$ cat src/logic/pmbp_pkg.sv
// constants for the program memory block protection logic
package pmbp_pkg;
    localparam int ADDR_W = 22;
    localparam int DATA_W = 8;
    localparam int REGIONS = 5;
    // region ends (inclusive) and memory size limits (first address past the end)
    localparam logic [21:0] BOOT_END = 22'h0001ff;
    localparam logic [21:0] R0_END = 22'h001fff;
    localparam logic [21:0] R1_END = 22'h003fff;
    localparam logic [21:0] R2_END = 22'h005fff;
    localparam logic [21:0] R3_END = 22'h007fff;
    localparam logic [21:0] SMALL_LIMIT = 22'h004000;
    localparam logic [21:0] LARGE_LIMIT = 22'h008000;
    // configuration byte addresses
    localparam logic [21:0] CFG_EXT_LOW = 22'h300008;
    localparam logic [21:0] CFG_EXT_HIGH = 22'h300009;
    localparam logic [21:0] CFG_WR_LOW = 22'h30000a;
    localparam logic [21:0] CFG_WR_HIGH = 22'h30000b;
    localparam logic [21:0] CFG_RD_LOW = 22'h30000c;
    localparam logic [21:0] CFG_RD_HIGH = 22'h30000d;
    localparam logic [21:0] DEVID_LOW = 22'h3ffffe;
    localparam logic [21:0] DEVID_HIGH = 22'h3fffff;
    // identification word, value arbitrary
    localparam logic [15:0] DEVICE_ID = 16'h5a01;
    // opcode decode
    localparam logic [13:0] TBL_PREFIX = 14'h0002;
    localparam logic [13:0] TBW_PREFIX = 14'h0003;
    localparam logic [1:0] PTR_NONE = 2'h0;
    localparam logic [1:0] PTR_POSTINC = 2'h1;
    localparam logic [1:0] PTR_POSTDEC = 2'h2;
    localparam logic [1:0] PTR_PREINC = 2'h3;
    // field positions
    localparam int LOW_W = 4;
    localparam int BOOT_BIT = 6;
    localparam int EEP_BIT = 7;
    localparam int CFGWR_BIT = 5;
    localparam logic [7:0] LOW_MASK = 8'h0f;
    localparam logic [7:0] EXT_HIGH_MASK = 8'hc0;
    localparam logic [7:0] WR_HIGH_MASK = 8'he0;
    localparam logic [7:0] RD_HIGH_MASK = 8'h40;
    localparam logic [2:0] NO_REGION = 3'h7;
    localparam logic [2:0] BOOT_REGION = 3'h4;
    typedef enum logic [2:0] {
        PMBP_IDLE = 3'b001,
        PMBP_EXEC = 3'b010,
        PMBP_PROG = 3'b100
    } pmbp_state_t;
endpackage

$ cat src/logic/pmbp_region_decode.sv
// maps a program address to its protection region
module pmbp_region_decode
    import pmbp_pkg::*;
(
    // address in
    input wire logic [pmbp_pkg::ADDR_W-1:0] addr,
    input wire logic large_mem,
    // region out: 0..3 blocks, 4 boot, 7 none
    output logic [2:0] region
);
    wire logic above = large_mem ? (addr >= LARGE_LIMIT)
                                 : (addr >= SMALL_LIMIT);
    assign region = above ? NO_REGION :
                    (addr <= BOOT_END) ? BOOT_REGION :
                    (addr <= R0_END) ? 3'h0 :
                    (addr <= R1_END) ? 3'h1 :
                    (addr <= R2_END) ? 3'h2 :
                    (addr <= R3_END) ? 3'h3 : NO_REGION;
endmodule

$ cat src/logic/pmbp_fuse_reg.sv
// one protection byte: clears only, erase sets back to ones
module pmbp_fuse_reg
    import pmbp_pkg::*;
(
    // clock and reset
    input wire logic sys_clk,
    input wire logic reset,
    // access
    input wire logic wr_en,
    input wire logic [pmbp_pkg::DATA_W-1:0] wr_data,
    input wire logic erase,
    input wire logic [pmbp_pkg::DATA_W-1:0] mask,
    // state
    output logic [pmbp_pkg::DATA_W-1:0] value
);
    logic [DATA_W-1:0] next_value;
    // a written 1 can never raise a bit that is already 0
    assign next_value = erase ? mask :
                        wr_en ? (value & wr_data & mask) : value;
    // erased (unprotected) after reset; real silicon keeps it in flash
    always_ff @(posedge sys_clk) begin
        if (reset) begin
            value <= 8'hff & mask;
        end else begin
            value <= next_value;
        end
    end
    a_only_clears: assert property (
        @(posedge sys_clk) disable iff (reset)
        !erase |=> (value & ~$past(value)) == 8'h00)
        else $error("protection bit rose without erase");
endmodule

$ cat src/logic/pmbp_core.sv
// table access checker with protection configuration bytes
// ---------------------------------------------------------------
// ---------------------------------------------------------------
module pmbp_core
    import pmbp_pkg::*;
(
    // clock and reset
    input wire logic sys_clk,
    input wire logic reset,
    // memory size strap: 1 for the larger memory
    input wire logic large_mem,
    // core instruction path
    input wire logic instr_valid,
    input wire logic [15:0] instr,
    input wire logic [pmbp_pkg::ADDR_W-1:0] pc,
    input wire logic [pmbp_pkg::ADDR_W-1:0] tbl_ptr,
    input wire logic [pmbp_pkg::DATA_W-1:0] tbl_wdata,
    // flash array
    input wire logic [pmbp_pkg::DATA_W-1:0] mem_rdata,
    input wire logic prog_done,
    // external programmer
    input wire logic ext_valid,
    input wire logic ext_write,
    input wire logic [pmbp_pkg::ADDR_W-1:0] ext_addr,
    input wire logic [pmbp_pkg::DATA_W-1:0] ext_wdata,
    input wire logic ext_chip_erase,
    input wire logic ext_block_erase,
    input wire logic [2:0] ext_erase_region,
    // results to core
    output logic [pmbp_pkg::DATA_W-1:0] tbl_rdata,
    output logic tbl_rdone,
    output logic [pmbp_pkg::ADDR_W-1:0] tbl_ptr_next,
    output logic tbl_ptr_load,
    output logic tbl_wr_refused,
    // memory control
    output logic mem_prog,
    output logic [pmbp_pkg::ADDR_W-1:0] mem_addr,
    output logic [pmbp_pkg::DATA_W-1:0] mem_wdata,
    // results to programmer
    output logic [pmbp_pkg::DATA_W-1:0] ext_rdata,
    output logic ext_rdone,
    output logic ext_refused,
    output logic busy
);
    pmbp_state_t state, next_state;
    logic [1:0] ptr_mode;
    logic is_write;
    logic [ADDR_W-1:0] op_addr;
    logic [2:0] exec_region;

    // ---------------------------------------------------------------
    // decode
    // ---------------------------------------------------------------
    function automatic logic [ADDR_W-1:0] step_ptr(
        input logic [ADDR_W-1:0] p, input logic [1:0] m);
        case (m)
            PTR_POSTINC, PTR_PREINC: step_ptr = p + 22'h000001;
            PTR_POSTDEC: step_ptr = p - 22'h000001;
            default: step_ptr = p;
        endcase
    endfunction

    function automatic logic cfg_hit(input logic [ADDR_W-1:0] a);
        cfg_hit = (a >= CFG_EXT_LOW) && (a <= CFG_RD_HIGH);
    endfunction

    wire logic is_table_read_instr = instr[15:2] == TBL_PREFIX;
    wire logic is_table_write_instr = instr[15:2] == TBW_PREFIX;
    wire logic start = (state == PMBP_IDLE) && instr_valid
                       && (is_table_read_instr || is_table_write_instr);
    wire logic [1:0] mode_in = instr[1:0];
    // pre-increment uses the stepped pointer for this access
    wire logic [ADDR_W-1:0] addr_in = (mode_in == PTR_PREINC)
                                      ? step_ptr(tbl_ptr, mode_in)
                                      : tbl_ptr;

    logic [2:0] tgt_region, pc_region, ext_region;
    pmbp_region_decode u_tgt (
        .addr(op_addr), .large_mem(large_mem), .region(tgt_region));
    pmbp_region_decode u_pc (
        .addr(pc), .large_mem(large_mem), .region(pc_region));
    pmbp_region_decode u_ext (
        .addr(ext_addr), .large_mem(large_mem), .region(ext_region));

    // ---------------------------------------------------------------
    // configuration bytes
    // ---------------------------------------------------------------
    logic [DATA_W-1:0] cfg_ext_lo, cfg_ext_hi, cfg_wr_lo, cfg_wr_hi;
    logic [DATA_W-1:0] cfg_rd_lo, cfg_rd_hi;
    wire logic erase_any = ext_chip_erase || ext_block_erase;
    // only the programmer port drives erase; user code cannot
    wire logic erase_boot = ext_chip_erase
        || (ext_block_erase && ext_erase_region == BOOT_REGION);
    wire logic [LOW_W-1:0] erase_low = ext_chip_erase ? 4'hf :
        (ext_block_erase && ext_erase_region < BOOT_REGION)
        ? 4'(4'h1 << ext_erase_region[1:0]) : 4'h0;

    // core table write of a config byte, unless cfg_wr_hi[CFGWR_BIT] locks all of them
    wire logic cfg_locked = !cfg_wr_hi[CFGWR_BIT];
    wire logic core_cfg_wr = (state == PMBP_EXEC) && is_write
                             && cfg_hit(op_addr) && !cfg_locked;
    wire logic ext_cfg_wr = ext_valid && ext_write && cfg_hit(ext_addr);
    wire logic [ADDR_W-1:0] cw_addr = ext_cfg_wr ? ext_addr : op_addr;
    wire logic [DATA_W-1:0] cw_data = ext_cfg_wr ? ext_wdata : mem_wdata;
    wire logic cw_en = ext_cfg_wr || core_cfg_wr;

    logic [DATA_W-1:0] v_ext_lo, v_wr_lo, v_rd_lo;
    // a block erase of regions 0..3 restores only its own region's bits; a boot erase resets the whole high bytes
    assign cfg_ext_lo = v_ext_lo;
    assign cfg_wr_lo = v_wr_lo;
    assign cfg_rd_lo = v_rd_lo;

    logic [DATA_W-1:0] raw_ext_lo, raw_wr_lo, raw_rd_lo;
    pmbp_fuse_reg u_ext_lo (.sys_clk(sys_clk), .reset(reset),
        .wr_en(cw_en && cw_addr == CFG_EXT_LOW), .wr_data(cw_data),
        .erase(1'b0), .mask(LOW_MASK), .value(raw_ext_lo));
    pmbp_fuse_reg u_ext_hi (.sys_clk(sys_clk), .reset(reset),
        .wr_en(cw_en && cw_addr == CFG_EXT_HIGH), .wr_data(cw_data),
        .erase(erase_boot), .mask(EXT_HIGH_MASK), .value(cfg_ext_hi));
    pmbp_fuse_reg u_wr_lo (.sys_clk(sys_clk), .reset(reset),
        .wr_en(cw_en && cw_addr == CFG_WR_LOW), .wr_data(cw_data),
        .erase(1'b0), .mask(LOW_MASK), .value(raw_wr_lo));
    pmbp_fuse_reg u_wr_hi (.sys_clk(sys_clk), .reset(reset),
        .wr_en(cw_en && cw_addr == CFG_WR_HIGH), .wr_data(cw_data),
        .erase(erase_boot), .mask(WR_HIGH_MASK), .value(cfg_wr_hi));
    pmbp_fuse_reg u_rd_lo (.sys_clk(sys_clk), .reset(reset),
        .wr_en(cw_en && cw_addr == CFG_RD_LOW), .wr_data(cw_data),
        .erase(1'b0), .mask(LOW_MASK), .value(raw_rd_lo));
    pmbp_fuse_reg u_rd_hi (.sys_clk(sys_clk), .reset(reset),
        .wr_en(cw_en && cw_addr == CFG_RD_HIGH), .wr_data(cw_data),
        .erase(erase_boot), .mask(RD_HIGH_MASK), .value(cfg_rd_hi));

    // per-region erase overlay: sticky ones since last erase
    logic [LOW_W-1:0] set_ext, set_wr, set_rd;
    // zeros written into a low byte knock down its overlay bits
    wire logic [LOW_W-1:0] clr_ext = (cw_en && cw_addr == CFG_EXT_LOW)
                                     ? ~cw_data[LOW_W-1:0] : 4'h0;
    wire logic [LOW_W-1:0] clr_wr = (cw_en && cw_addr == CFG_WR_LOW)
                                    ? ~cw_data[LOW_W-1:0] : 4'h0;
    wire logic [LOW_W-1:0] clr_rd = (cw_en && cw_addr == CFG_RD_LOW)
                                    ? ~cw_data[LOW_W-1:0] : 4'h0;
    always_ff @(posedge sys_clk) begin
        if (reset) begin
            set_ext <= 4'h0;
            set_wr <= 4'h0;
            set_rd <= 4'h0;
        end else begin
            // an erase in the same cycle as a clearing write wins
            set_ext <= (set_ext & ~clr_ext) | erase_low;
            set_wr <= (set_wr & ~clr_wr) | erase_low;
            set_rd <= (set_rd & ~clr_rd) | erase_low;
        end
    end
    assign v_ext_lo = (raw_ext_lo | {4'h0, set_ext}) & LOW_MASK;
    assign v_wr_lo = (raw_wr_lo | {4'h0, set_wr}) & LOW_MASK;
    assign v_rd_lo = (raw_rd_lo | {4'h0, set_rd}) & LOW_MASK;

    // five regions, three settings each
    wire logic [REGIONS-1:0] ext_prot =
        {cfg_ext_hi[BOOT_BIT], cfg_ext_lo[LOW_W-1:0]};
    wire logic [REGIONS-1:0] wr_prot =
        {cfg_wr_hi[BOOT_BIT], cfg_wr_lo[LOW_W-1:0]};
    wire logic [REGIONS-1:0] rd_prot =
        {cfg_rd_hi[BOOT_BIT], cfg_rd_lo[LOW_W-1:0]};

    function automatic logic [DATA_W-1:0] cfg_read(
        input logic [ADDR_W-1:0] a);
        case (a)
            CFG_EXT_LOW: cfg_read = cfg_ext_lo;
            CFG_EXT_HIGH: cfg_read = cfg_ext_hi;
            CFG_WR_LOW: cfg_read = cfg_wr_lo;
            CFG_WR_HIGH: cfg_read = cfg_wr_hi;
            CFG_RD_LOW: cfg_read = cfg_rd_lo;
            CFG_RD_HIGH: cfg_read = cfg_rd_hi;
            DEVID_LOW: cfg_read = DEVICE_ID[7:0];
            DEVID_HIGH: cfg_read = DEVICE_ID[15:8];
            default: cfg_read = 8'h00;
        endcase
    endfunction

    // ---------------------------------------------------------------
    // core table access checks
    // ---------------------------------------------------------------
    wire logic tgt_user = tgt_region != NO_REGION;
    wire logic tgt_special = cfg_hit(op_addr) || op_addr == DEVID_LOW
                             || op_addr == DEVID_HIGH;
    wire logic wr_blocked = tgt_user && !wr_prot[tgt_region];
    // foreign read check uses the executing address of the instruction
    wire logic rd_foreign = tgt_user && !rd_prot[tgt_region]
                            && exec_region != tgt_region;
    // a process, not an assign, so it follows changes of the bytes
    // that cfg_read looks at and not only of its argument
    logic [DATA_W-1:0] core_data;
    always_comb begin
        core_data = tgt_special ? cfg_read(op_addr) :
            (!tgt_user || rd_foreign) ? 8'h00 : mem_rdata;
    end
    wire logic do_prog = (state == PMBP_EXEC) && is_write && tgt_user
                         && !wr_blocked;

    // user-code accesses never consult the external protect bits
    wire logic ext_blocked = ext_region != NO_REGION
                             && !ext_prot[ext_region];
    wire logic ext_cfg_rd = cfg_hit(ext_addr) || ext_addr == DEVID_LOW
                            || ext_addr == DEVID_HIGH;

    // ---------------------------------------------------------------
    // sequencer: two cycles per table op, then optional programming
    // ---------------------------------------------------------------
    always_comb begin
        next_state = state;
        case (state)
            PMBP_IDLE: if (start) next_state = PMBP_EXEC;
            PMBP_EXEC: next_state = do_prog ? PMBP_PROG : PMBP_IDLE;
            PMBP_PROG: if (prog_done) next_state = PMBP_IDLE;
            default: next_state = PMBP_IDLE;
        endcase
    end

    always_ff @(posedge sys_clk) begin
        if (reset) begin
            state <= PMBP_IDLE;
            ptr_mode <= PTR_NONE;
            is_write <= 1'b0;
            op_addr <= '0;
            exec_region <= NO_REGION;
        end else begin
            state <= next_state;
            if (start) begin
                ptr_mode <= mode_in;
                is_write <= is_table_write_instr;
                op_addr <= addr_in;
                exec_region <= pc_region;
            end
        end
    end

    always_ff @(posedge sys_clk) begin
        if (reset) begin
            tbl_rdata <= '0;
            tbl_rdone <= 1'b0;
            tbl_ptr_next <= '0;
            tbl_ptr_load <= 1'b0;
            tbl_wr_refused <= 1'b0;
            mem_prog <= 1'b0;
            mem_addr <= '0;
            mem_wdata <= '0;
            ext_rdata <= '0;
            ext_rdone <= 1'b0;
            ext_refused <= 1'b0;
            busy <= 1'b0;
        end else begin
            tbl_rdone <= (state == PMBP_EXEC) && !is_write;
            tbl_rdata <= (state == PMBP_EXEC && !is_write)
                         ? core_data : tbl_rdata;
            tbl_ptr_load <= state == PMBP_EXEC;
            tbl_ptr_next <= (ptr_mode == PTR_PREINC) ? op_addr
                            : step_ptr(op_addr, ptr_mode);
            tbl_wr_refused <= (state == PMBP_EXEC) && is_write
                && (wr_blocked || (cfg_hit(op_addr) && cfg_locked));
            mem_prog <= next_state == PMBP_PROG;
            if (start) begin
                mem_addr <= addr_in;
                mem_wdata <= tbl_wdata;
            end
            ext_rdone <= ext_valid && !ext_write;
            ext_refused <= ext_valid && ext_blocked;
            ext_rdata <= (ext_valid && !ext_write)
                ? (ext_cfg_rd ? cfg_read(ext_addr) :
                   (ext_blocked || ext_region == NO_REGION) ? 8'h00
                   : mem_rdata) : ext_rdata;
            busy <= next_state != PMBP_IDLE || erase_any;
        end
    end

    // ---------------------------------------------------------------
    // checks
    // ---------------------------------------------------------------
    a_wr_refused: assert property (
        @(posedge sys_clk) disable iff (reset)
        state == PMBP_EXEC && is_write && wr_blocked
        |=> !mem_prog && tbl_wr_refused)
        else $error("protected table write started programming");
    a_foreign_zero: assert property (
        @(posedge sys_clk) disable iff (reset)
        state == PMBP_EXEC && !is_write && rd_foreign
        |=> tbl_rdone && tbl_rdata == 8'h00)
        else $error("foreign read leaked data");
    a_own_read: assert property (
        @(posedge sys_clk) disable iff (reset)
        state == PMBP_EXEC && !is_write && tgt_user && !rd_foreign
        |=> tbl_rdata == $past(mem_rdata))
        else $error("same-region read did not return memory");
    a_two_cycle: assert property (
        @(posedge sys_clk) disable iff (reset)
        start |=> state == PMBP_EXEC ##1 state != PMBP_EXEC)
        else $error("table op not two cycles");
    a_prog_holds: assert property (
        @(posedge sys_clk) disable iff (reset)
        mem_prog && !prog_done |=> mem_prog)
        else $error("programming dropped before done");
    a_unimpl_zero: assert property (
        @(posedge sys_clk) disable iff (reset)
        state == PMBP_EXEC && !tgt_user && !tgt_special
        |=> !mem_prog && (is_write || tbl_rdata == 8'h00))
        else $error("unimplemented space touched");
    a_ext_block: assert property (
        @(posedge sys_clk) disable iff (reset)
        ext_valid && !ext_write && ext_blocked && !ext_cfg_rd
        |=> ext_rdata == 8'h00 && ext_refused)
        else $error("protected region visible to programmer");
    a_boot_size: assert property (
        @(posedge sys_clk) disable iff (reset)
        op_addr == BOOT_END |-> tgt_region == BOOT_REGION)
        else $error("boot region bound wrong");
    a_no_raise: assert property (
        @(posedge sys_clk) disable iff (reset)
        !erase_any |=> (wr_prot & ~$past(wr_prot)) == 5'h00)
        else $error("write protect rose without erase");
    a_id_read: assert property (
        @(posedge sys_clk) disable iff (reset)
        state == PMBP_EXEC && !is_write && op_addr == DEVID_LOW
        |=> tbl_rdata == DEVICE_ID[7:0])
        else $error("identification byte not returned");
    a_wr_decode: assert property (
        @(posedge sys_clk) disable iff (reset)
        start && is_table_write_instr |=> state == PMBP_EXEC && is_write)
        else $error("table write opcode not taken");
    a_chip_erase: assert property (
        @(posedge sys_clk) disable iff (reset)
        ext_chip_erase |=> ext_prot == '1 && wr_prot == '1
            && rd_prot == '1)
        else $error("chip erase left a setting cleared");
    a_busy_prog: assert property (
        @(posedge sys_clk) disable iff (reset)
        mem_prog |-> busy)
        else $error("programming while not busy");
    a_cfg_locked: assert property (
        @(posedge sys_clk) disable iff (reset)
        state == PMBP_EXEC && is_write && cfg_hit(op_addr) && cfg_locked
        |=> tbl_wr_refused && !mem_prog)
        else $error("locked configuration byte accepted a write");
endmodule

$ cat config.mk
export PLATFORM = sky130hd
export DESIGN_NAME = pmbp_core
export DESIGN_NICKNAME = d
export VERILOG_FILES = /design/src/logic/pmbp_pkg.sv /design/src/logic/pmbp_region_decode.sv /design/src/logic/pmbp_fuse_reg.sv /design/src/logic/pmbp_core.sv
export SDC_FILE = /design/constraint.sdc
export NUM_CORES = 1
export LEC_CHECK = 0
export ABC_AREA = 1
export BUFFER_PORTS_ARGS = -buffer_cell sky130_fd_sc_hd__buf_2
export CAP_MARGIN = 40
export CORE_ASPECT_RATIO = 0.6
export CORE_MARGIN = 2
export CORE_UTILIZATION = 40
export CTS_BUF_LIST = sky130_fd_sc_hd__clkbuf_8 sky130_fd_sc_hd__clkbuf_16
export CTS_CLUSTER_SIZE = 24
export DETAILED_ROUTE_END_ITERATION = 10
export PLACE_DENSITY_LB_ADDON = 0.1
export SLEW_MARGIN = 40
export SYNTH_ARGS = -nofsm -noshare
export SYNTH_HDL_FRONTEND = slang
export SYNTH_SLANG_ARGS = --single-unit
$ cat constraint.sdc
create_clock -name sys_clk -period 5.2 [get_ports sys_clk]
set_input_delay 0.52 -clock sys_clk [delete_from_list [all_inputs] [get_ports sys_clk]]
set_output_delay 0.52 -clock sys_clk [all_outputs]
set_load 0.1 [all_outputs]
Yosys cells after proc, flatten, opt, wreduce, memory -nomap -nowiden
Cells that the tools add are included.

Bits in registers: 114. Bits of input ports: 118. Output and inout port bits: 75. Word-level logic and storage cells: 216.

Add/sub/neg operators: 4. Magnitude comparators: 28. Equal/unequal tests: 40. Shift operators: 1. Multiplexer cells: 48. Bitwise operators: 19. Reduce and logical (&&, ||, !) cells: 51.

Operators with widths (count): $eq 22x22->1 const B (22); $le 22x15->1 const B (6); $pmux 8 s8 (2); $pmux 22 s2 (2); $ge 22x15->1 const B (3); $ge 22x16->1 const B (3); $le 22x13->1 const B (3); $le 22x14->1 const B (3); $le 22x9->1 const B (3); $mux 22 (3); $mux 3 (21); $add 22x1->22 const B (2); $ge 22x22->1 const B (2); $le 22x22->1 const B (2); $sub 22x1->22 const B (2); $mux 8 (5); $eq 14x2->1 const B (2); $logic_and 1x1->1 (28); $and 4x4->4 (6); $or 4x4->4 (6); $mux 4 (5); $and 8x8->8 (2); $not 4->4 (4); $eq 3x3->1 const B (4); 17 further kinds (50).

Depth between registers and ports, before layout
Gate-level depths: netlist of run 1.

Depth in word-level cells: 17. Mapped depth: 18. Depth with buffers taken out: 18.

Modules after synthesis
Synthesis of run 1 repeated with hierarchy kept, for this count alone.

Cell total of the unflattened synthesis: 1541. Area, all modules: 10309.9 um^2.

Modules (own cells, without submodules): pmbp_core (times used 1, cells an instance 1280, area an instance 7937.6 um^2, seq. area each 1921.8 um^2); pmbp_fuse_reg (times used 6, cells an instance 35, area an instance 359.1 um^2, seq. area each 240.2 um^2); pmbp_region_decode (times used 3, cells an instance 17, area an instance 72.6 um^2, seq. area each 0.0 um^2).

Worst setup path before layout of run 1
Ideal clock, no wire load.

Path type: input to register. From: in instr[1]. To: reg mem_addr[10] (netlist bit). Setup time: 0.122 ns. Arrival: 2.897 ns. Data required time: 5.078 ns. Setup slack: 2.180 ns. Stages on the path: 13. Buffers on the path: 0. Cell sequence: inv_1 nor2_1 inv_1 fa_1 inv_1 nand3_1 nand2_1 a21oi_1 o21ai_0 a21oi_1 or2_2 nand3_1 a21oi_1.

Cells in the longest elaborated chain, start to end: 4. Elaborated cells between the ends (all ways): 6. Those cells by class: eq/ne (3); mux (2); reduce/logical (1).

Ends and longest elaborated chain: start: declaration (RTL line pmbp_core.sv:14) `input wire logic [15:0] instr,`; $eq 2x2->1 / $eq 2x1->1 (equally long branches) (RTL line pmbp_core.sv:56, pmbp_core.sv:73); $reduce_or 2->1 (RTL line pmbp_core.sv:56) `case (m)`; $pmux 22 s2 (RTL line pmbp_core.sv:56); $mux 22 * (RTL line pmbp_core.sv:74) `? step_ptr(tbl_ptr, mode_in)`; end signal: assignment (RTL line pmbp_core.sv:263) `mem_addr <= addr_in;`; end: declaration (RTL line pmbp_core.sv:37) `output logic [pmbp_pkg::ADDR_W-1:0] mem_addr,`.

Mark *: on every way between the ends. The rest lies on a longest branch, timed or not. A chain may end at the register's enable or synchronous reset.

Final worst setup path of run 1
Ends and elaborated chain as after synthesis.

==> results of run 1 <==
==> routing by layer <==
metal	track usage	vias up	routed length (um)
met5	0	-	0
met2	0.345	422	10200
li1	-	4588	-
met1	0.451	4154	15800
met4	0.0646	0	295
met3	0.0434	24	2560
==> layout by cell type, fill, tap and decap left out, types with 25 or more instances in the layout <==
master   count
nand2_1    240
buf_2      182
a21oi_1    149
inv_1      138
nor2_1     138
o21ai_0    116
dfxtp_1    114
nand3_1     72
ha_1        40
nor3_1      25
==> metrics by stage <==
| step | util | worst slack [ns] | instances | instance area, um^2 |
|---|---|---|---|---|
| after floorplan | - | 2.18 | 1242 | 8040 |
| after global placement | 0.464 | 1.92 | 1676 | 9220 |
| after detailed placement | 0.464 | 1.88 | 1676 | 9220 |
| after CTS | 0.492 | 2.32 | 1708 | 9780 |
| after global routing | 0.492 | 2.00 | 1708 | 9780 |
| final | 0.492 | 2.29 | 1708 | 9780 |
==> worst register-to-register path, cell delays in order, from the launching register on <==
cell and delay [ns]:
dfxtp_1 0.30, inv_1 0.08, nor2_4 0.47, ha_1 0.43
a21o_1 0.23, nand2_1 0.06, nand3_1 0.13, a21oi_1 0.37
o21ai_0 0.24, a21oi_1 0.20, o21ai_0 0.11, o21bai_1 0.17
inv_1 0.05
==> how the worst max path moves through the flow <==
| stage | endpoint | depth (start not counted) |
|---|---|---|
| finish | mem_addr[10] | 15 |
| global route | mem_addr[18] | 19 |
| CTS | mem_addr[10] | 15 |
| detailed placement | mem_addr[10] | 15 |
| global placement | mem_addr[10] | 15 |
| floorplan | mem_addr[10] | 13 |
==> layout make-up <==
class	count	share of cell area
flip-flops and latches	114	0.233
repair buffers	187	0.0969
clock buffers	17	0.0435
clock inverters	15	0.0138
well taps	273	0.0349
multi-input cells	951	0.519
inverters	151	0.0587
==> kinds of logic (layout without fill, tap and decap cells) <==
kind of cell               Yosys count  in the layout
adders and majority gates           42             42
DFF                                114            114
buffers and inverters              177            370
AOI/OAI and AO/OA                  337            337
xor gates and xnor gates            15             15
and+or+nand+nor                    557            557
==> flip-flops by register name, indices dropped and copies added (netlist names), 2 cells and up <==
register / count
ptr_mode: 2
set_ext: 4
u_rd_lo.value: 4
ext_rdata: 8
mem_wdata: 8
exec_region: 3
mem_addr: 22
tbl_rdata: 8
state: 3
set_wr: 4
u_ext_lo.value: 4
u_ext_hi.value: 2
u_wr_hi.value: 3
set_rd: 4
u_wr_lo.value: 4
tbl_ptr_next: 22
==> power by group through the flow <==
stage          registers [mW]  clock network (mW)  logic (mW)
2_1_floorplan           0.940                   0       0.151
3_3_place_gp            0.910                   0       0.284
3_5_place_dp            0.910                   0       0.285
4_1_cts                 0.891                1.16       0.286
5_1_grt                 0.892                1.19       0.323
6_report                0.891                1.15       0.291
==> Yosys cell counts, types with 12 or more instances <==
library cell / number / area share
a21oi_1: 149 / 0.093
clkbuf_1: 20 / 0.0093
dfxtp_1: 114 / 0.28
ha_1: 40 / 0.062
inv_1: 139 / 0.065
nand2_1: 240 / 0.11
nand3_1: 72 / 0.045
nand4_1: 20 / 0.016
nor2_1: 139 / 0.065
nor3_1: 25 / 0.016
o211ai_1: 18 / 0.017
o21ai_0: 116 / 0.072
xor2_1: 12 / 0.013
==> flow_metrics.py, run 1 <==
metrics = {
    "power": {
        "pwr_density_cell_mw_per_mm2": 238,
        "p_total_mw": 2.33,
        "switching_share": 0.297,
        "seqPwrFrac": 0.383,
        "combPwrFrac": 0.125,
        "switching_power_uw": 691,
        "power_frac_clock": 0.492,
        "internal-power_mw": 1.64,
        "p_leak_nw": 4.89,
        "irDropWorstVdd_v": 0.000231,
    },
    "detailed_routing": {
        "wl_per_cell_um": 16.9,
        "drtIter0Drc": 944,
        "postRouteAntennaNets": 0,
        "post_drt_via_cell_ratio": 5.38,
        "wl_um": 28900,
        "drt_pass1_iterations": 5,
        "drc": 0,
        "vias": 9188,
    },
    "grt": {
        "grt_antenna_before_repair": 1,
        "grt_pass1_wl_um": 45000,
        "grt_max_degree": 59,
        "grt_pass1_vias": 8101,
        "overflow": 0,
        "track_usage": 0.271,
    },
    "critical_path": {
        "crit_buf_inv": 5,
        "cpMaxStageDelayCell": "nor2_1",
        "crit-reg2reg-capture": "tbl_ptr_next[15]",
        "crit_path_end_kind": "flop",
        "crit_path_start": "instr[1]",
        "critPathMaxFanout": 15,
        "crit_family": "simple AND/OR/NAND/NOR gates",
        "slowest_delay_ns": 0.42,
        "cp_data_arrival_time_ns": 3.24,
        "r2r-start": "ptr_mode[1]",
        "worstPathRequired_ns": 5.52,
        "critPathLaunchType": "input port",
        "ff2ff_setup_slack_ns": 2.30,
        "path_class": "in2reg",
        "cp_cell_sequence": "buf_2 > inv_1 > nor2_1 > buf_4 > inv_1 > fa_1 > inv_1 > nand3_1 > nand2_1 > a21oi_1 > o21ai_0 > a21oi_1 > or2_2 > nand3_1 > a21oi_1",
        "reg2regPathDepth": 12,
    },
    "floorplanning": {
        "core_area_mm2": 0.0199,
        "pin_count": 193,
        "die_area_mm2": 0.0213,
        "die_h_um": 114,
        "initial_core_util": 0.405,
        "rows": 40,
        "die_x_um": 187,
    },
    "final_layout": {
        "regArea_mm2": 0.00228,
        "layout-drive-gt1-share": 0.195,
        "syn2layout_area_growth_pct": 21.7,
        "nFillCells": 2135,
        "multi_input_area_mm2": 0.00508,
        "n_antenna_cell": 0,
        "fin_nets": 1582,
    },
    "logic_synthesis": {
        "ys_seq_area_frac": 0.284,
        "synth_top_family_by_area": "simple AND/OR/NAND/NOR gates",
        "synth_xor_area_frac": 0.0163,
        "synth_fa_ha_area_frac": 0.0672,
        "synthDistinctLibCells": 51,
        "syn_nets": 1402,
        "muxShareOfSynthArea": 0,
        "synth-compound-area-share": 0.232,
        "syn_area_mm2": 0.00804,
        "synthSimpleGateAreaFrac": 0.315,
        "async_reset_ff_frac": 0,
        "avgSynthCellArea_um2": 6.47,
        "synth-main-ff-cell": "dfxtp_1",
        "ys_warn_count": 0,
        "synth-seq-cells": 114,
        "syn-instance-count": 1242,
        "synth-edff-count": 0,
    },
    "clock_network": {
        "cts_tree": "done",
        "cts.sinks": 114,
        "cts.path.max_buffers": 2,
        "cts_resized": 0,
        "post-cts-setup-buffers": 0,
        "cts_hold_buf": 0,
        "cts_buffers": 17,
        "clkTransAtPathRegs_ns": 0.06,
        "clk_latency_ns": 0.44,
        "clockRootBuffer": "clkbuf_16",
        "htreeDepth": 4,
    },
    "hold_path": {
        "hold_class": "in2reg",
        "min-delay-start": "ext_write",
        "min_to": "ext_rdone",
        "min_path_cells": 2,
    },
    "sta": {
        "hold_ws_ns": 0.278,
        "relSlewSlack": 0.417,
        "finalSetupViolCount": 0,
        "rsz0062_at_grt": "false",
        "setup-tns-final_ns": 0,
        "hold_viol_final": 0,
        "tightest_slew_ns": 0.872,
        "min_period_over_period": 0.560,
        "finalCriticalPeriod_ns": 2.91,
        "skew_ns": 0.0148,
        "slew_violations": 0,
        "timing.fmax_mhz": 343,
    },
    "placed_design": {
        "hpwlAfterDp_um": 22300,
        "gp_congestion": 0.921,
        "portBuffers": 182,
    },
    "run_status": {
        "status": "complete, no violations",
    },
    "flow_run": {
        "maxCapViolations": 0,
    },
}
No activity file was read; power rests on OpenSTA's default activity.
==> inputs of run 2 (changes only) <==
- ABC_AREA: 1 -> 0
- clock period: 5.2 -> 2.7 ns (I/O delays scaled with it)
==> flow_metrics.py, run 2 <==
metrics = {
    "run_status": {
        "status": "finished, violations left",
        "violations": "negative setup slack",
    },
    "sta": {
        "finalSetupViolCount": 8,
        "rsz0062_at_grt": "true",
        "hold_viol_final": 0,
        "min_period_over_period": 1.02,
        "relSlewSlack": 0.541,
        "timing.fmax_mhz": 361,
        "tightest_slew_ns": 0.688,
        "slew_violations": 0,
        "skew_ns": 0.0102,
        "finalCriticalPeriod_ns": 2.77,
        "layout_setup_ws_ns": -0.0669,
    },
    "placed_design": {
        "pre_cts_slack_ns": -0.183,
        "gp_congestion": 0.902,
        "hpwlAfterDp_um": 21200,
        "place_inst": 1452,
        "portBuffers": 182,
    },
    "detailed_routing": {
        "drt_pass1_iterations": 5,
        "wl_um": 27100,
        "drc": 0,
        "vias": 8255,
        "drtIter0Drc": 708,
        "wl_per_cell_um": 18.2,
        "post_drt_via_cell_ratio": 5.54,
        "postRouteAntennaNets": 0,
    },
    "power": {
        "seqPwrFrac": 0.360,
        "power_frac_clock": 0.509,
        "p_leak_nw": 4.65,
        "p_total_mw": 4.75,
        "pwr_density_cell_mw_per_mm2": 448,
        "combPwrFrac": 0.131,
        "irDropWorstVdd_v": 0.000429,
        "switching_share": 0.268,
        "internal-power_mw": 3.48,
        "switching_power_mw": 1.27,
    },
    "clock_network": {
        "cts.sinks": 114,
        "cts_tree": "done",
        "cts.path.max_buffers": 2,
        "cts_buffers": 17,
        "clockRootBuffer": "clkbuf_16",
        "htreeDepth": 4,
        "clk_latency_ns": 0.42,
        "clkTransAtPathRegs_ns": 0.06,
    },
    "grt": {
        "overflow": 0,
        "grt_pass1_vias": 7437,
        "grt_max_degree": 53,
        "grt_antenna_before_repair": 0,
        "grt_pass1_wl_um": 41100,
        "track_usage": 0.279,
    },
    "final_layout": {
        "fin_nets": 1396,
        "regArea_mm2": 0.00233,
        "syn2layout_area_growth_pct": 45.9,
        "layout_commonest_cell": "buf_2",
        "fin_cells": 1489,
        "n_antenna_cell": 0,
        "multi_input_area_mm2": 0.00530,
        "layout-drive-gt1-share": 0.372,
        "reg_top3": "mem_addr (22), tbl_ptr_next (22)",
        "nFillCells": 1643,
        "fin_util": 0.592,
        "layout_common_cells": "buf_2, nand2_1, buf_4, nor2_1, dfxtp_1",
    },
    "critical_path": {
        "cp_data_arrival_time_ns": 3.10,
        "reg2regPathDepth": 10,
        "ff2ff_setup_slack_ns": -0.07,
        "critPathLaunchType": "flop",
        "path_class": "reg2reg",
        "crit-reg2reg-capture": "tbl_rdata[5]",
        "critPathMaxFanout": 8,
        "worstPathRequired_ns": 3.04,
        "crit_path_end_kind": "flop",
        "r2r-start": "mem_addr[18]",
    },
    "hold_path": {
        "min_to": "mem_wdata[3]",
        "min-delay-start": "tbl_wdata[3]",
        "hold_class": "in2reg",
        "min_path_cells": 3,
    },
    "floorplanning": {
        "core_area_mm2": 0.0179,
        "die_area_mm2": 0.0193,
        "rows": 38,
        "pin_count": 193,
        "die_x_um": 178,
        "initial_core_util": 0.405,
        "die_h_um": 108,
    },
    "logic_synthesis": {
        "ys_seq_area_frac": 0.314,
        "syn_nets": 1102,
        "synth_top_family_by_area": "simple AND/OR/NAND/NOR gates",
        "synth-edff-count": 0,
        "synth-main-ff-cell": "dfxtp_1",
        "syn-instance-count": 942,
        "async_reset_ff_frac": 0,
        "synth_top_area_share": 0.314,
        "synth-compound-area-share": 0.254,
        "synthDistinctLibCells": 73,
        "ys_warn_count": 0,
        "synth_top_cells_by_count": "nand2_1, dfxtp_1, nor2_1",
        "yosysMostFrequentCell": "nand2_1",
        "ys_top_cells_by_area": "dfxtp_1, nand2_1, ha_1",
        "synth-seq-cells": 114,
        "muxShareOfSynthArea": 0.0239,
        "syn_area_mm2": 0.00727,
        "synth_top_area_cell": "dfxtp_1",
        "synth_xor_area_frac": 0.0289,
        "synthSimpleGateAreaFrac": 0.270,
        "avgSynthCellArea_um2": 7.72,
        "synth_fa_ha_area_frac": 0.0744,
    },
    "flow_run": {
        "maxCapViolations": 0,
    },
}
[run 2: cell types whose count changed after synthesis, moves of 18 or more]
| cell | change |
|---|---|
| nand2b_1 | +18 |
| nor2_1 | -39 |
| nand2_1 | -106 |
| inv_1 | -117 |
| a21oi_1 | -58 |
| o21ai_0 | -67 |
| a211oi_1 | +21 |
| nand3_1 | -53 |
[run 2: power groups by stage]
stage	Clock [mW]	Sequential, mW	Combinational [mW]
2_1_floorplan	0	1.80	0.295
3_5_place_dp	0	1.75	0.605
3_3_place_gp	0	1.75	0.602
5_1_grt	2.50	1.71	0.671
4_1_cts	2.44	1.71	0.609
6_report	2.42	1.71	0.620
[run 2: worst max-delay path by stage]
stage	start	endpoint	slack [ns]	cells after the start
final	mem_addr[18]	tbl_rdata[5]	-0.07	10
after global routing	ptr_mode[0]	tbl_ptr_next[21]	-0.17	13
after CTS	ptr_mode[0]	tbl_ptr_next[21]	-0.04	13
after detailed placement	ptr_mode[0]	tbl_ptr_next[13]	-0.18	12
after global placement	instr[0]	mem_addr[20]	-0.10	13
after floorplan	ptr_mode[0]	tbl_ptr_next[21]	-0.28	12
[run 2: critical path: stages (launching register included)]
cell and delay [ns]:
dfxtp_4 0.34, or4_4 0.55, or4_4 0.52, buf_6 0.14, o21a_1 0.16, nor3_2 0.24
a2111oi_4 0.07, a211oi_4 0.23, buf_12 0.18, a32oi_2 0.06, a211oi_1 0.20
[run 2: area by class of cell]
cell class | count | area share
multi-input combinational | 766 | 0.500
sequential | 114 | 0.220
timing repair buffer | 315 | 0.185
clock buffer | 19 | 0.0427
tap | 240 | 0.0283
clock inverter | 13 | 0.0165
inverter | 22 | 0.00849
[run 2: what timing repair did]
item                       in CTS  in global routing
gates resized for setup        12                 51
buffers inserted                2                  4
pin swaps                      11                 19
hold buffers                    0                  0
setup endpoints to repair      12                 47
[run 2: logic make-up after synthesis]
family	count (synthesis)
AND/OR/NAND/NOR	405
flip-flops	114
XOR/XNOR	24
buffers and inverters	62
multiplexers	16
adder cells (fa/ha/maj)	42
AO/OA/AOI/OAI	279
[run 2: layer usage]
metal  GRT usage  wire length (um)  part of all wire
met1       0.438             13900              0.51
met2       0.376             10400              0.38
met3      0.0633              2640             0.097
met4      0.0574               192            0.0071
met5           0                 0                 0
[run 2: metrics by stage]
| stage | hold slack, ns | instance area (um^2) | TNS [ns] |
|---|---|---|---|
| 6_report | 0.0825 | 10600 | -0.319 |
| 4_1_cts | 0.0733 | 10300 | -0.103 |
| 2_1_floorplan | 0.394 | 7580 | -1.59 |
| 5_1_grt | 0.0892 | 10600 | -1.62 |
| 3_3_place_gp | 0.428 | 9590 | -1.08 |
| 3_5_place_dp | 0.431 | 9590 | -1.62 |
==> inputs of run 3 (changes only) <==
- CORE_UTILIZATION: 40 -> 50
==> flow_metrics.py, run 3 (synthesis gave the netlist of run 2 again) <==
metrics = {
    "floorplanning": {
        "rows": 34,
        "core_area_mm2": 0.0143,
        "die_h_um": 97.4,
        "initial_core_util": 0.507,
        "die_area_mm2": 0.0155,
        "pin_count": 193,
        "die_x_um": 160,
    },
    "final_layout": {
        "layout_commonest_cell": "buf_2",
        "n_antenna_cell": 0,
        "final_cell_area_mm2": 0.0107,
        "syn2layout_area_growth_pct": 47.1,
        "fin_util": 0.746,
        "nFillCells": 1082,
        "reg_top3": "mem_addr (22), tbl_ptr_next (22)",
        "regArea_mm2": 0.00233,
        "multi_input_area_mm2": 0.00538,
        "layout_common_cells": "buf_2, nand2_1, buf_4, nor2_1, dfxtp_1",
        "fin_nets": 1403,
        "layout-drive-gt1-share": 0.386,
    },
    "critical_path": {
        "crit_path_end_kind": "flop",
        "cp_data_arrival_time_ns": 3.14,
        "worstPathRequired_ns": 3.01,
        "path_class": "reg2reg",
        "critPathLaunchType": "flop",
        "critPathMaxFanout": 5,
    },
    "detailed_routing": {
        "wl_per_cell_um": 18.7,
        "post_drt_via_cell_ratio": 5.93,
        "drtIter0Drc": 968,
        "drc": 0,
        "wl_um": 27300,
        "postRouteAntennaNets": 0,
        "drt_pass1_iterations": 5,
        "vias": 8629,
    },
    "run_status": {
        "violations": "negative setup slack",
        "status": "finished, violations left",
    },
    "grt": {
        "track_usage": 0.330,
        "grt_antenna_before_repair": 0,
        "grt_pass1_vias": 7702,
        "grt_max_degree": 48,
        "grt_pass1_wl_um": 40900,
        "overflow": 0,
    },
    "sta": {
        "finalCriticalPeriod_ns": 2.83,
        "slew_violations": 0,
        "hold_ws_ns": 0.0898,
        "timing.fmax_mhz": 353,
        "finalSetupViolCount": 11,
        "layout_setup_ws_ns": -0.132,
        "min_period_over_period": 1.05,
        "tightest_slew_ns": 0.687,
        "setup-tns-final_ns": -0.805,
        "rsz0062_at_grt": "true",
        "hold_viol_final": 0,
        "skew_ns": 0.0127,
        "relSlewSlack": 0.541,
    },
    "power": {
        "irDropWorstVdd_v": 0.000369,
        "pwr_density_cell_mw_per_mm2": 436,
        "p_leak_nw": 4.69,
    },
    "placed_design": {
        "dpl_cell_area_mm2": 0.00946,
        "hpwlAfterDp_um": 19900,
        "gp_congestion": 0.980,
        "pre_cts_slack_ns": -0.304,
        "portBuffers": 182,
    },
    "flow_run": {
        "maxCapViolations": 0,
    },
    "clock_network": {
        "cts.sinks": 114,
        "cts_tree": "done",
        "clkTransAtPathRegs_ns": 0.06,
        "cts.path.max_buffers": 2,
        "clk_latency_ns": 0.42,
        "htreeDepth": 4,
        "clockRootBuffer": "clkbuf_16",
        "cts_buffers": 17,
    },
    "hold_path": {
        "hold_class": "in2reg",
    },
}
[run 3: what timing repair did]
item                       4_1_cts  5_1_grt
setup endpoints to repair       13       50
cloned                           0        1
pin swaps                       13       23
buffers inserted                 7       16
gates resized for setup         15       69
hold buffers                     0        0
[run 3: routing by layer]
metal  vias up  GRT usage  part of all wire
met3        38     0.0687              0.11
met4         0     0.0622             0.011
li1       4064          -                 -
met2       527      0.465              0.41
met5         -          0                 0
met1      4000      0.514              0.47
[run 3: area by class of cell]
cell class	count	area share
clock inverter	15	0.0158
multi-input combinational	766	0.504
timing repair buffer	322	0.191
clock buffer	17	0.0398
sequential	114	0.218
inverter	22	0.00842
tap	198	0.0232
[run 3: power by group]
part           internal [mW]  switching (mW)  total (mW)
Combinational          0.264           0.355       0.619
Sequential              1.70          0.0126        1.71
Clock                   1.38           0.945        2.33
Total                   3.34            1.31        4.66
[run 3: final timing paths]
check	startpoint	endpoint	slack (ns)	cells past startpoint
setup / recovery	ptr_mode[0]	tbl_ptr_next[14]	-0.13	13
hold / removal	tbl_wdata[3]	mem_wdata[3]	0.09	3
setup reg to reg	ptr_mode[0]	tbl_ptr_next[14]	-0.13	13
hold reg to reg	u_ext_lo.value[1]	u_ext_lo.value[1]	0.44	2
[run 3: through the flow]
| stage | cells | power, mW |
|---|---|---|
| after floorplan | 942 | 2.10 |
| after global placement | 1398 | 2.34 |
| after detailed placement | 1398 | 2.35 |
| after CTS | 1437 | 4.64 |
| after global routing | 1454 | 4.79 |
| final | 1454 | 4.66 |
[run 3: worst max-delay path, stage by stage (launching register included)]
cell and delay [ns]:
dfxtp_2 0.34, inv_2 0.06, nand2_4 0.07, clkinvlp_4 0.13, buf_4 0.17, buf_8 0.12, buf_4 0.15, ha_2 0.28
a2111o_1 0.45, a21o_4 0.23, a31o_4 0.23, a21oi_4 0.16, nor4_2 0.05, a311o_1 0.27
